$ cat src/core/gpib_pkg.sv
// constants and carrier types for the instrument bus port
package gpib_pkg;

  // ************************************************************
  // timing
  // ************************************************************
  localparam int CLK_NS      = 8;
  localparam int SETTLE_NS   = 2000;
  localparam int SETTLE_CYC  = (SETTLE_NS + CLK_NS - 1) / CLK_NS;
  localparam int CNT_W       = 9;

  // ************************************************************
  // command codes on seven data lines
  // ************************************************************
  localparam logic [6:0] C_GTL   = 7'h01;
  localparam logic [6:0] C_SDC   = 7'h04;
  localparam logic [6:0] C_PPC   = 7'h05;
  localparam logic [6:0] C_GET   = 7'h08;
  localparam logic [6:0] C_LLO   = 7'h11;
  localparam logic [6:0] C_DCL   = 7'h14;
  localparam logic [6:0] C_PPU   = 7'h15;
  localparam logic [6:0] C_SPE   = 7'h18;
  localparam logic [6:0] C_SPD   = 7'h19;
  localparam logic [6:0] C_UNL   = 7'h3F;
  localparam logic [6:0] C_UNT   = 7'h5F;
  localparam logic [6:0] C_LAG   = 7'h20;
  localparam logic [6:0] C_TAG   = 7'h40;
  localparam logic [6:0] C_PPE_LO = 7'h60;
  localparam logic [6:0] C_PPE_HI = 7'h6F;
  localparam logic [6:0] C_PPD   = 7'h70;
  localparam logic [3:0] PPCFG_RST = 4'h0;

  // ************************************************************
  // carrier types
  // ************************************************************
  // pin levels or pull-low enables, one bit per bus line
  typedef struct packed {
    logic [7:0] dio;
    logic       atn;
    logic       eoi;
    logic       dav;
    logic       nrfd;
    logic       ndac;
    logic       ifc;
    logic       ren;
    logic       srq;
  } bus_t;

  // decoded interface message
  typedef struct packed {
    logic       my_listen;
    logic       my_talk;
    logic       unl;
    logic       unt;
    logic       other_talk;
    logic       addressed;
    logic       universal;
    logic       sdc;
    logic       get;
    logic       ppc;
    logic       dcl;
    logic       ppu;
    logic       spe;
    logic       spd;
    logic       ppe;
    logic       ppd;
    logic [3:0] ppe_bits;
  } cmd_t;

  typedef enum logic [1:0] {
    AH_WAIT  = 2'b00,
    AH_READY = 2'b01,
    AH_TAKE  = 2'b10
  } ah_t;

  typedef enum logic [1:0] {
    SH_IDLE   = 2'b00,
    SH_SETTLE = 2'b01,
    SH_VALID  = 2'b10,
    SH_DONE   = 2'b11
  } sh_t;

endpackage

$ cat src/core/gpib_cmd_decode.sv
// decoder from a command byte to interface message flags
`timescale 1ns/1ps
`default_nettype none

module gpib_cmd_decode (
  // command byte, lines one to seven
  input  wire logic [6:0]     code,
  // own primary address
  input  wire logic [4:0]     my_addr,
  // decoded message
  output var gpib_pkg::cmd_t  cmd
);

  // ************************************************************
  // address groups and command groups
  // ************************************************************
  always_comb
  begin
    cmd            = '0;
    cmd.unl        = (code == gpib_pkg::C_UNL);
    cmd.unt        = (code == gpib_pkg::C_UNT);
    // address thirty-one is the unaddress code, never our own
    cmd.my_listen  = (code == (gpib_pkg::C_LAG | {2'b00, my_addr})) && !cmd.unl;
    cmd.my_talk    = (code == (gpib_pkg::C_TAG | {2'b00, my_addr})) && !cmd.unt;
    cmd.other_talk = (code[6:5] == 2'b10) && !cmd.my_talk && !cmd.unt;
    // addressed group 0x00..0x0F, universal group 0x10..0x1F
    cmd.addressed  = (code[6:4] == 3'b000);
    cmd.universal  = (code[6:4] == 3'b001);
    cmd.sdc        = (code == gpib_pkg::C_SDC);
    cmd.get        = (code == gpib_pkg::C_GET);
    cmd.ppc        = (code == gpib_pkg::C_PPC);
    cmd.dcl        = (code == gpib_pkg::C_DCL);
    cmd.ppu        = (code == gpib_pkg::C_PPU);
    cmd.spe        = (code == gpib_pkg::C_SPE);
    cmd.spd        = (code == gpib_pkg::C_SPD);
    // sixteen enable codes, one disable code
    cmd.ppe        = (code >= gpib_pkg::C_PPE_LO) && (code <= gpib_pkg::C_PPE_HI);
    cmd.ppd        = (code == gpib_pkg::C_PPD);
    cmd.ppe_bits   = code[3:0];
  end

endmodule

`default_nettype wire

$ cat src/core/gpib_port.sv
// instrument side of a general purpose instrument bus port
`timescale 1ns/1ps
`default_nettype none

module gpib_port (
  // clock, reset, enable
  input  wire logic           clk,
  input  wire logic           nrst,
  input  wire logic           ce,
  // bus pins: level in, constant low out, pull-low enable
  input  wire gpib_pkg::bus_t pin_in,
  output var gpib_pkg::bus_t  pin_out,
  output var gpib_pkg::bus_t  pin_oe_n,
  // configuration
  input  wire logic [4:0]     my_addr,
  input  wire logic           talk_only,
  input  wire logic           listen_only,
  // received device data
  output logic [7:0]          rx_data,
  output logic                rx_eoi,
  output logic                rx_valid,
  input  wire logic           rx_ready,
  // device data to send
  input  wire logic [7:0]     tx_data,
  input  wire logic           tx_eoi,
  input  wire logic           tx_valid,
  output logic                tx_ready,
  // device status and events
  input  wire logic [7:0]     status_byte,
  input  wire logic           ist,
  input  wire logic           srq_req,
  output logic                dev_clear,
  output logic                dev_trigger,
  output logic                remote,
  output logic                listen,
  output logic                talk
);

  // ************************************************************
  // bus levels to true flags
  // ************************************************************
  logic       atn;
  logic       eoi;
  logic       dav;
  logic       nrfd_t;
  logic       ndac_t;
  logic       ifc;
  logic [7:0] dio_t;
  gpib_pkg::cmd_t cmd;

  // each line is inverted on its own
  assign atn    = !pin_in.atn;
  assign eoi    = !pin_in.eoi;
  assign dav    = !pin_in.dav;
  assign nrfd_t = !pin_in.nrfd;
  assign ndac_t = !pin_in.ndac;
  assign ifc    = !pin_in.ifc;
  assign dio_t  = ~pin_in.dio;

  // lines one to seven carry the command code
  gpib_cmd_decode u_dec (
    .code    (dio_t[6:0]),
    .my_addr (my_addr),
    .cmd     (cmd)
  );

  // ************************************************************
  // acceptor handshake and role state
  // ************************************************************
  gpib_pkg::ah_t ah_r, ah_nxt;
  logic       lad_r, lad_nxt;
  logic       tad_r, tad_nxt;
  logic       spe_r, spe_nxt;
  logic       ppc_r, ppc_nxt;
  logic [3:0] ppcfg_r, ppcfg_nxt;
  logic       ppen_r, ppen_nxt;
  logic [7:0] rxd_r, rxd_nxt;
  logic       rxe_r, rxe_nxt;
  logic       rxv_r, rxv_nxt;
  logic       clr_r, clr_nxt;
  logic       trg_r, trg_nxt;
  logic       is_listener;
  logic       is_talker;
  logic       ah_active;
  logic       ah_hold;

  // data moves only when addressed or in only-mode
  assign is_listener = lad_r || listen_only;
  assign is_talker   = tad_r || talk_only;
  // commands always taken, data only by a listener
  assign ah_active   = atn || is_listener;
  // unread byte keeps ready-for-data pulled while ATN is released
  assign ah_hold     = !atn && rxv_r && !rx_ready;

  // handshake, decode and role bookkeeping; no controller built
  always_comb
  begin
    ah_nxt    = ah_r;
    lad_nxt   = lad_r;
    tad_nxt   = tad_r;
    spe_nxt   = spe_r;
    ppc_nxt   = ppc_r;
    ppcfg_nxt = ppcfg_r;
    ppen_nxt  = ppen_r;
    rxd_nxt   = rxd_r;
    rxe_nxt   = rxe_r;
    rxv_nxt   = rxv_r && !rx_ready;
    clr_nxt   = 1'b0;
    trg_nxt   = 1'b0;
    unique case (ah_r)
      gpib_pkg::AH_WAIT:
      begin
        if (ah_active && !ah_hold && !dav)
          ah_nxt = gpib_pkg::AH_READY;
      end
      gpib_pkg::AH_READY:
      begin
        if (!ah_active || ah_hold)
          ah_nxt = gpib_pkg::AH_WAIT;
        else if (dav)
        begin
          ah_nxt = gpib_pkg::AH_TAKE;
          if (atn)
          begin
            // command byte
            if (cmd.my_listen)
              lad_nxt = 1'b1;
            if (cmd.unl)
              lad_nxt = 1'b0;
            if (cmd.my_talk)
              tad_nxt = 1'b1;
            if (cmd.unt || cmd.other_talk)
              tad_nxt = 1'b0;
            // universal group regardless of addressing
            if (cmd.dcl)
              clr_nxt = 1'b1;
            if (cmd.ppu)
              ppen_nxt = 1'b0;
            if (cmd.spe)
              spe_nxt = 1'b1;
            if (cmd.spd)
              spe_nxt = 1'b0;
            // addressed group only while listen-addressed
            if (cmd.addressed && lad_r)
            begin
              if (cmd.sdc)
                clr_nxt = 1'b1;
              if (cmd.get)
                trg_nxt = 1'b1;
              ppc_nxt = cmd.ppc;
            end
            else if (cmd.addressed || cmd.universal)
              ppc_nxt = 1'b0;
            // secondary after configure: enable or disable
            if (ppc_r && cmd.ppe)
            begin
              ppcfg_nxt = cmd.ppe_bits;
              ppen_nxt  = 1'b1;
            end
            if (ppc_r && cmd.ppd)
              ppen_nxt = 1'b0;
          end
          else
          begin
            // device data, eight bits
            rxd_nxt = dio_t;
            rxe_nxt = eoi;
            rxv_nxt = 1'b1;
          end
        end
      end
      gpib_pkg::AH_TAKE:
      begin
        if (!dav)
          ah_nxt = gpib_pkg::AH_WAIT;
      end
      default:
        ah_nxt = gpib_pkg::AH_WAIT;
    endcase
    // interface clear drops every address
    if (ifc)
    begin
      lad_nxt = 1'b0;
      tad_nxt = 1'b0;
      spe_nxt = 1'b0;
      ppc_nxt = 1'b0;
    end
  end

  // acceptor and role registers
  always_ff @(posedge clk or negedge nrst)
  begin
    if (!nrst)
    begin
      ah_r    <= gpib_pkg::AH_WAIT;
      lad_r   <= 1'b0;
      tad_r   <= 1'b0;
      spe_r   <= 1'b0;
      ppc_r   <= 1'b0;
      ppcfg_r <= gpib_pkg::PPCFG_RST;
      ppen_r  <= 1'b0;
      rxd_r   <= 8'h00;
      rxe_r   <= 1'b0;
      rxv_r   <= 1'b0;
      clr_r   <= 1'b0;
      trg_r   <= 1'b0;
    end
    else if (ce)
    begin
      ah_r    <= ah_nxt;
      lad_r   <= lad_nxt;
      tad_r   <= tad_nxt;
      spe_r   <= spe_nxt;
      ppc_r   <= ppc_nxt;
      ppcfg_r <= ppcfg_nxt;
      ppen_r  <= ppen_nxt;
      rxd_r   <= rxd_nxt;
      rxe_r   <= rxe_nxt;
      rxv_r   <= rxv_nxt;
      clr_r   <= clr_nxt;
      trg_r   <= trg_nxt;
    end
  end

  // ************************************************************
  // source handshake
  // ************************************************************
  localparam int CNT_W = gpib_pkg::CNT_W;
  localparam logic [CNT_W-1:0] SETTLE = CNT_W'(gpib_pkg::SETTLE_CYC);
  gpib_pkg::sh_t sh_r, sh_nxt;
  logic [7:0]       txd_r, txd_nxt;
  logic             txe_r, txe_nxt;
  logic [CNT_W-1:0] cnt_r, cnt_nxt;
  logic             sh_go;

  // talker sends only with ATN released
  assign sh_go    = is_talker && !atn;
  assign tx_ready = sh_go && !spe_r && (sh_r == gpib_pkg::SH_IDLE);

  // one byte held until every acceptor took it
  always_comb
  begin
    sh_nxt  = sh_r;
    txd_nxt = txd_r;
    txe_nxt = txe_r;
    cnt_nxt = cnt_r;
    unique case (sh_r)
      gpib_pkg::SH_IDLE:
      begin
        if (sh_go && (spe_r || tx_valid))
        begin
          txd_nxt = spe_r ? status_byte : tx_data;
          txe_nxt = spe_r ? 1'b0 : tx_eoi;
          cnt_nxt = SETTLE;
          sh_nxt  = gpib_pkg::SH_SETTLE;
        end
      end
      gpib_pkg::SH_SETTLE:
      begin
        if (cnt_r != '0)
          cnt_nxt = cnt_r - CNT_W'(1);
        else if (!nrfd_t)
          sh_nxt = gpib_pkg::SH_VALID;
      end
      gpib_pkg::SH_VALID:
      begin
        if (!ndac_t)
          sh_nxt = gpib_pkg::SH_DONE;
      end
      gpib_pkg::SH_DONE:
      begin
        if (ndac_t || spe_r)
          sh_nxt = spe_r ? gpib_pkg::SH_DONE : gpib_pkg::SH_IDLE;
      end
    endcase
    // controller takes the bus back: drop the byte
    if (!sh_go && sh_r != gpib_pkg::SH_DONE)
      sh_nxt = gpib_pkg::SH_IDLE;
    if (!sh_go && sh_r == gpib_pkg::SH_DONE)
      sh_nxt = gpib_pkg::SH_IDLE;
  end

  // source registers
  always_ff @(posedge clk or negedge nrst)
  begin
    if (!nrst)
    begin
      sh_r  <= gpib_pkg::SH_IDLE;
      txd_r <= 8'h00;
      txe_r <= 1'b0;
      cnt_r <= '0;
    end
    else if (ce)
    begin
      sh_r  <= sh_nxt;
      txd_r <= txd_nxt;
      txe_r <= txe_nxt;
      cnt_r <= cnt_nxt;
    end
  end

  // ************************************************************
  // pin drive, pull low or release only
  // ************************************************************
  logic       ppoll;
  logic [7:0] pp_line;
  logic       sh_drv;

  // poll answer while EOI and ATN asserted
  assign ppoll   = ppen_r && atn && eoi;
  assign pp_line = (ist == ppcfg_r[3]) ? (8'h01 << ppcfg_r[2:0]) : 8'h00;
  assign sh_drv  = sh_go && (sh_r != gpib_pkg::SH_IDLE);

  // output level is always low; release is the only high
  assign pin_out = '0;

  // pull-low enables, active low
  always_comb
  begin
    pin_oe_n      = '1;
    pin_oe_n.dio  = ~((sh_drv ? txd_r : 8'h00) | (ppoll ? pp_line : 8'h00));
    pin_oe_n.eoi  = !(sh_drv && txe_r);
    pin_oe_n.dav  = !(sh_drv && (sh_r == gpib_pkg::SH_VALID));
    pin_oe_n.nrfd = !(ah_active && ah_r != gpib_pkg::AH_READY);
    pin_oe_n.ndac = !(ah_active && ah_r != gpib_pkg::AH_TAKE);
    pin_oe_n.srq  = !srq_req;
  end

  // user-side outputs
  assign rx_data     = rxd_r;
  assign rx_eoi      = rxe_r;
  assign rx_valid    = rxv_r;
  assign dev_clear   = clr_r;
  assign dev_trigger = trg_r;
  assign remote      = !pin_in.ren;
  assign listen      = is_listener;
  assign talk        = is_talker;

endmodule

`default_nettype wire

$ cat config.mk
export PLATFORM = sky130hd
export DESIGN_NAME = gpib_port
export DESIGN_NICKNAME = d
export VERILOG_FILES = /design/src/core/gpib_pkg.sv /design/src/core/gpib_cmd_decode.sv /design/src/core/gpib_port.sv
export SDC_FILE = /design/constraint.sdc
export NUM_CORES = 1
export LEC_CHECK = 0
export ABC_AREA = 0
export BUFFER_PORTS_ARGS = -buffer_cell sky130_fd_sc_hd__buf_2
export CELL_PAD_IN_SITES_DETAIL_PLACEMENT = 2
export CELL_PAD_IN_SITES_GLOBAL_PLACEMENT = 2
export CORE_ASPECT_RATIO = 1.25
export CORE_UTILIZATION = 28
export DETAILED_ROUTE_END_ITERATION = 6
export PLACE_DENSITY = 0.88
export REMOVE_ABC_BUFFERS = 1
export SETUP_SLACK_MARGIN = 0.05
export SKIP_LAST_GASP = 1
export SYNTH_ARGS = -nofsm -noshare
export SYNTH_HDL_FRONTEND = slang
export SYNTH_SLANG_ARGS = --single-unit
$ cat constraint.sdc
create_clock -name clk -period 1.9 [get_ports clk]
set_input_delay 0.38 -clock clk [delete_from_list [all_inputs] [get_ports clk]]
set_output_delay 0.38 -clock clk [all_outputs]
set_load 0.02 [all_outputs]
# --- After elaboration in Yosys (flattened, before gate mapping) ---
# Cells that the tools add are included.
word_totals:
  elab_cells: 206
  out_inout_bits: 48
  input_bits: 47
  rom_bits: 0
  latch_bits: 0
  reg_bits: 43
  ram_bits: 0
  mem_count: 0
op_classes:
  div_mod_pow: 0
  muxes: 70
  shift: 1
  n_eq_ne: 41
  order_cmp: 2
  mul: 0
  addsub: 1
  n_bitwise: 6
  reduce_logical: 69
op_table:
  columns: ["cell", "count"]
  rows:
  - ["$mux 1", 49]
  - ["$reduce_and 6->1", 7]
  - ["$mux 8", 4]
  - ["$eq 7x5->1 const B", 4]
  - ["$logic_and 1x1->1", 26]
  - ["$mux 2", 12]
  - ["$mux 9", 2]
  - ["$pmux 9 s2", 1]
  - ["$logic_not 1->1", 17]
  - ["$ne 2x2->1 const B", 8]
  - ["$not 8->8", 2]
  - ["$eq 7x3->1 const B", 2]
  - ["$eq 7x7->1 const B", 2]
  - ["$ne 3x1->1 const B", 4]
  - ["$ne 4x4->1 const B", 3]
  - ["$reduce_bool 9->1", 1]
  - ["$sub 9x1->9 const B", 1]
  - ["$eq 2x2->1 const B", 4]
  - ["$logic_or 1x1->1", 8]
  - ["$or 8x8->8", 1]
  - ["$pmux 2 s4", 1]
  - ["$reduce_and 4->1", 2]
  - ["$shl 1x3->8 const A", 1]
  - ["$eq 7x4->1 const B", 1]
  - ["other kinds (20)", 27]

# --- Depth between registers and ports, before layout ---
logic_depth:
  depth_word: 14
  ltp_mapped: 6
  mapped_depth_nobuf: 6

# --- Cells and area by module ---
# Synthesis repeated with hierarchy kept, for this count alone.
hier_totals:
  hier_cells: 298
  hier_area_um2: 2623.8
modules_own_cells:
  columns: ["mod", "n_inst", "cells_per_inst", "area_each_um2", "seq_area_each_um2"]
  rows:
  - ["gpib_port", 1, 254, 2358.5, 1076.0]
  - ["gpib_cmd_decode", 1, 44, 265.3, 0.0]

# --- Worst setup path after synthesis ---
# OpenSTA, ideal clock, no wires.
synth_path:
  path_type: "flip-flop to output port"
  startpoint: "register spe_r"
  endpoint: "output tx_ready"
  slack_ns: 0.029
  required_ns: 1.520
  arrival_ns: 1.491
  path_stages_with_launch: 4
  n_path_buf: 2
  cell_sequence: "dfrtp_1 > clkbuf_1 > clkbuf_1 > nor4_1"
synth_between:
  elab_chain_len: 3
synth_rtl:
  columns: ["element", "line", "text"]
  rows:
  - ["start: declaration", "gpib_port.sv:73", "logic spe_r, spe_nxt;"]
  - ["start signal: assignment", "gpib_port.sv:213", "spe_r <= spe_nxt;"]
  - ["$logic_not 1->1", "gpib_port.sv:238", "assign tx_ready = sh_go && !spe_r && (sh_r == gpib_pkg::SH_IDLE);"]
  - ["$logic_and 1x1->1 (2 in a row)", "gpib_port.sv:238", null]
  - ["end: declaration", "gpib_port.sv:27", "output logic tx_ready,"]
# Every way passes these cells.

==> results.txt <==
The post-synthesis adder-cell area fraction is 0.00971. The fraction of registers with async set or reset after synthesis came out at 1.00. The core area is 8800 sq um. The number of antenna violations at the first check in global routing is 0.

The leakage power total is 1.52 nW. The last weighted congestion value of the routability-driven placer is 0.812. The clock insertion delay at the later pin of the skew report is 0.31 ns. The number of global-route vias before repair came out at 2,724. The run finished, with violations left. Summing all flip-flop and latch instances after layout gives 1080 sq um.

The clock sink count came out at 43. The tool flagged a number of max-cap violations equal to 0. The tree is rooted in a clkbuf_8. In this run the critical register-to-register path is launched from cnt_r[1]$_DFFE_PN0P_. Derived from the worst setup path, the maximum achievable clock frequency is 504 MHz. The multi-input combinational cell area came out at 1450 sq um.

In the final routed layout, each cell accounts on average for 19.1 um. The number of primary I/O pins came out at 95. The internal reg-to-reg setup slack is 0.08 ns. The minimum setup slack in the final design is -0.0836 ns. The y dimension of the die came out at 109 um. The critical path start-end classification is reg2out. The top-area cell type share of the netlist area came out at 0.418. The kind of path behind the tightest hold check is in2async. The number of buffers added by the clock tree synthesis step came out at 5.

The reg-to-reg endpoint is cnt_r[4]$_DFFE_PN0P_. Port buffering added 74 buffers. The count of synthesis-stage warnings from yosys is 0. Setup repair after global routing could not meet its margin everywhere.

Once layout is complete, the utilization of the core stands at 0.392. TritonCTS built the clock tree. Of the post-synthesis cell area, the part taken by muxes is 0.0350. The detailed-route DRC error count came out at 0. The proportion of power drawn by the clock network is 0.249. The number of fill cells came out at 983. The worst setup timing slack at the placement stage is -0.0847 ns. The global router's overall resource usage is 0.184.

By area the synthesized netlist is led by dfrtp_1 (42%), buf_4 (5.5%), nand2_1 (4.5%). The number of vias in the routed layout came out at 2,585. The maximum number of pins on one net before global-route repair came out at 44. The routed design has 9.48 mm of wire. After synthesis, the netlist uses 60 different library cells. The length of routed met2 wiring is 5.40 mm.

In the final routing, the length of wire on met1 measures 3.56 mm. At the worst endpoint, the required time is 1.52 ns. The proportion of total power due to net switching is 0.373. The number of nets in the layout came out at 425. The register bit count reported by yosys came out at 43. Power spread over the standard cell area amounts to 878 nW/um^2.

The synthesized area per cell is 9.14 sq um. The fraction of final layout cells sized beyond drive strength 1 is 0.363. The final total power came out at 3.03 mW. The die extent in x is 87.8 um. The share of the Yosys chip area taken by registers is 0.418. The count of routing violations after the opening detailed-route iteration came out at 88. The worst relative slew slack came out at 0.608.

The net switching component of the power came out at 1.13 mW. The total of hold buffers inserted after clock tree synthesis came out at 0. The clock-pin slew on the worst setup and hold paths is 0.09 ns.

Once detailed placement completed, the half-perimeter wirelength came to 6.18 mm. The maximum fanout encountered on the critical timing path came out at 5. The share of the cycle needed by the critical path after routing is 1.04.

The worst setup path is captured at an output pin. The synthesized design contains 0 enable-type register cells. Across the VDD grid, the largest voltage drop is 0.000249 V.

The max-slew violation count is 0. The time the worst path needs with I/O delays and setup came out at 1.98 ns. The maximum level of the CTS H-tree is 2.

The total overflow reported by the global router is 0. The average vias per placed instance is 5.20. The area added between synthesis and finish is 33.9%.

The first global-routing pass estimated 13.5 mm of wire. The deepest clock path buffer count came out at 2. Routed signal wires occupy layers up through met4. The top cell types in the final layout, fill and taps aside, are buf_2 (65), dfrtp_1 (41), nand2_1 (30). The leading cell type in the layout, fill and taps excluded is buf_2. The worst-margin pin slew is 0.588 ns. The mapped netlist covers 2580 sq um. The worst clock skew on the final layout is 0.00865 ns.

The dominant synthesized flop cell is dfrtp_1. The area fraction in and, or, nand and nor cells after synthesis is 0.237. The number of antenna diodes in the final layout is 0. Setup violations remaining at the end of the flow were counted as 6. The number of iterations in the first detailed-routing pass came out at 4. The checks that failed: setup timing.

The standard-cell row count is 38. By area, the combinational part of the netlist is dominated by simple AND/OR/NAND/NOR gates. The die footprint is 9590 sq um.

The area fraction in compound gates after synthesis is 0.183. After technology mapping, the gate count stands at 282. The worst hold-check slack is 0.143 ns. The fraction of power consumed by combinational cells is 0.309. The length in cells of the worst reg-to-reg path came out at 8. Of the total synthesized cell area, the portion taken by XOR and XNOR cells is 0.0204.

The number of nets with antenna violations after detailed routing came out at 0. The detailed route wirelength on metal3 is 341 um. The cell taking the most area after synthesis is dfrtp_1. The number of endpoints with negative hold slack in the final report is 0. The effective utilization at floorplan came out at 0.293. The worst setup path is launched from a flip-flop. Data on the critical path arrives at its endpoint at 1.60 ns.

The sequential group share of total power is 0.442. The cell-internal power came out at 1.90 mW.
routing by layer:
layer | track usage | vias up
li1 | - | 1178
met1 | 0.203 | 1314
met2 | 0.352 | 77
met3 | 0.0341 | 16
met4 | 0.0539 | 0
met5 | 0 | -
stage by stage:
step                      setup TNS (ns)  instances  instance area, sq um
after floorplan                  -0.0242        267                  2430
after global placement            -0.152        478                  3080
after detailed placement          -0.536        478                  3080
after CTS                        -0.0104        491                  3280
after global routing              -0.609        497                  3450
final                             -0.181        497                  3450
worst max-delay path, stage by stage (launching register included):
cell and delay [ns]:
dfrtp_1 0.43, o21ai_4 0.27, nor2_4 0.11, a22oi_1 0.28, buf_4 0.20
synthesized netlist by cell type, drive strengths merged (2+ instances only):
library cell,n
nor2b,7
nor2,18
nand2b,4
nand4,8
inv,9
or4,3
conb,2
a22oi,6
nand3,6
a21oi,6
and2,2
nor4b,2
a311oi,2
nand2,31
nor3,11
nand3b,3
dfrtp,43
a32oi,2
clkbuf,6
o221a,4
ha,2
a211oi,2
nor4,5
xnor2,6
o21ai,27
nand4b,2
or3b,2
or2,2
mux2i,9
o211ai,2
buf,26
a31oi,3
state kept, by name, indices dropped and copies added (netlist names), 2 cells and up:
name / cells
cnt_r: 9
rx_data: 8
txd_r: 8
ppcfg_r: 4
ah_r: 2
sh_r: 2
worst max path at each step:
stage,endpoint,slack (ns),startpoint,depth (start not counted)
2_1_floorplan,cnt_r[7]$_DFFE_PN0P_,-0.01,spe_r$_DFFE_PN0P_,4
3_3_place_gp,pin_oe_n[12],-0.03,pin_in[7],5
3_5_place_dp,pin_oe_n[13],-0.08,pin_in[7],5
4_1_cts,pin_oe_n[15],-0.01,ppcfg_r[3]$_DFFE_PN0P_,5
5_1_grt,pin_oe_n[9],-0.13,tad_r$_DFFE_PN0P_,4
6_report,pin_oe_n[9],-0.08,tad_r$_DFFE_PN0P_,4
cell type report:
cell class | instances | share of cell area
clock buffer | 5 | 0.0200
clock inverter | 3 | 0.0127
inverter | 10 | 0.0109
multi-input combinational | 215 | 0.420
sequential | 43 | 0.313
tap | 120 | 0.0435
timing repair buffer | 101 | 0.180
power by group through the flow:
stage,sequential [mW],clock (mW),combinational [mW]
final,1.34,0.755,0.935
after global routing,1.37,0.799,1.02
after CTS,1.31,0.769,0.866
after detailed placement,1.33,0,0.794
after global placement,1.31,0,0.746
after floorplan,1.35,0,0.406
kinds of logic (layout without fill, tap and decap cells):
| logic type | Yosys count | after routing |
|---|---|---|
| buffers and inverters | 42 | 119 |
| adder cells (fa/ha/maj) | 2 | 2 |
| other | 2 | 19 |
| AO/OA/AOI/OAI | 67 | 67 |
| multiplexers | 9 | 9 |
| flip-flops | 43 | 43 |
| XOR/XNOR | 6 | 6 |
| AND/OR/NAND/NOR | 111 | 112 |
repair_timing:
item / 4_1_cts / 5_1_grt
resized for setup: 14 / 31
setup buffers: 5 / 5
setup endpoints to repair: 19 / 22
pin swaps: 8 / 10
cloned: 0 / 1
No activity file was read; power rests on OpenSTA's default activity.
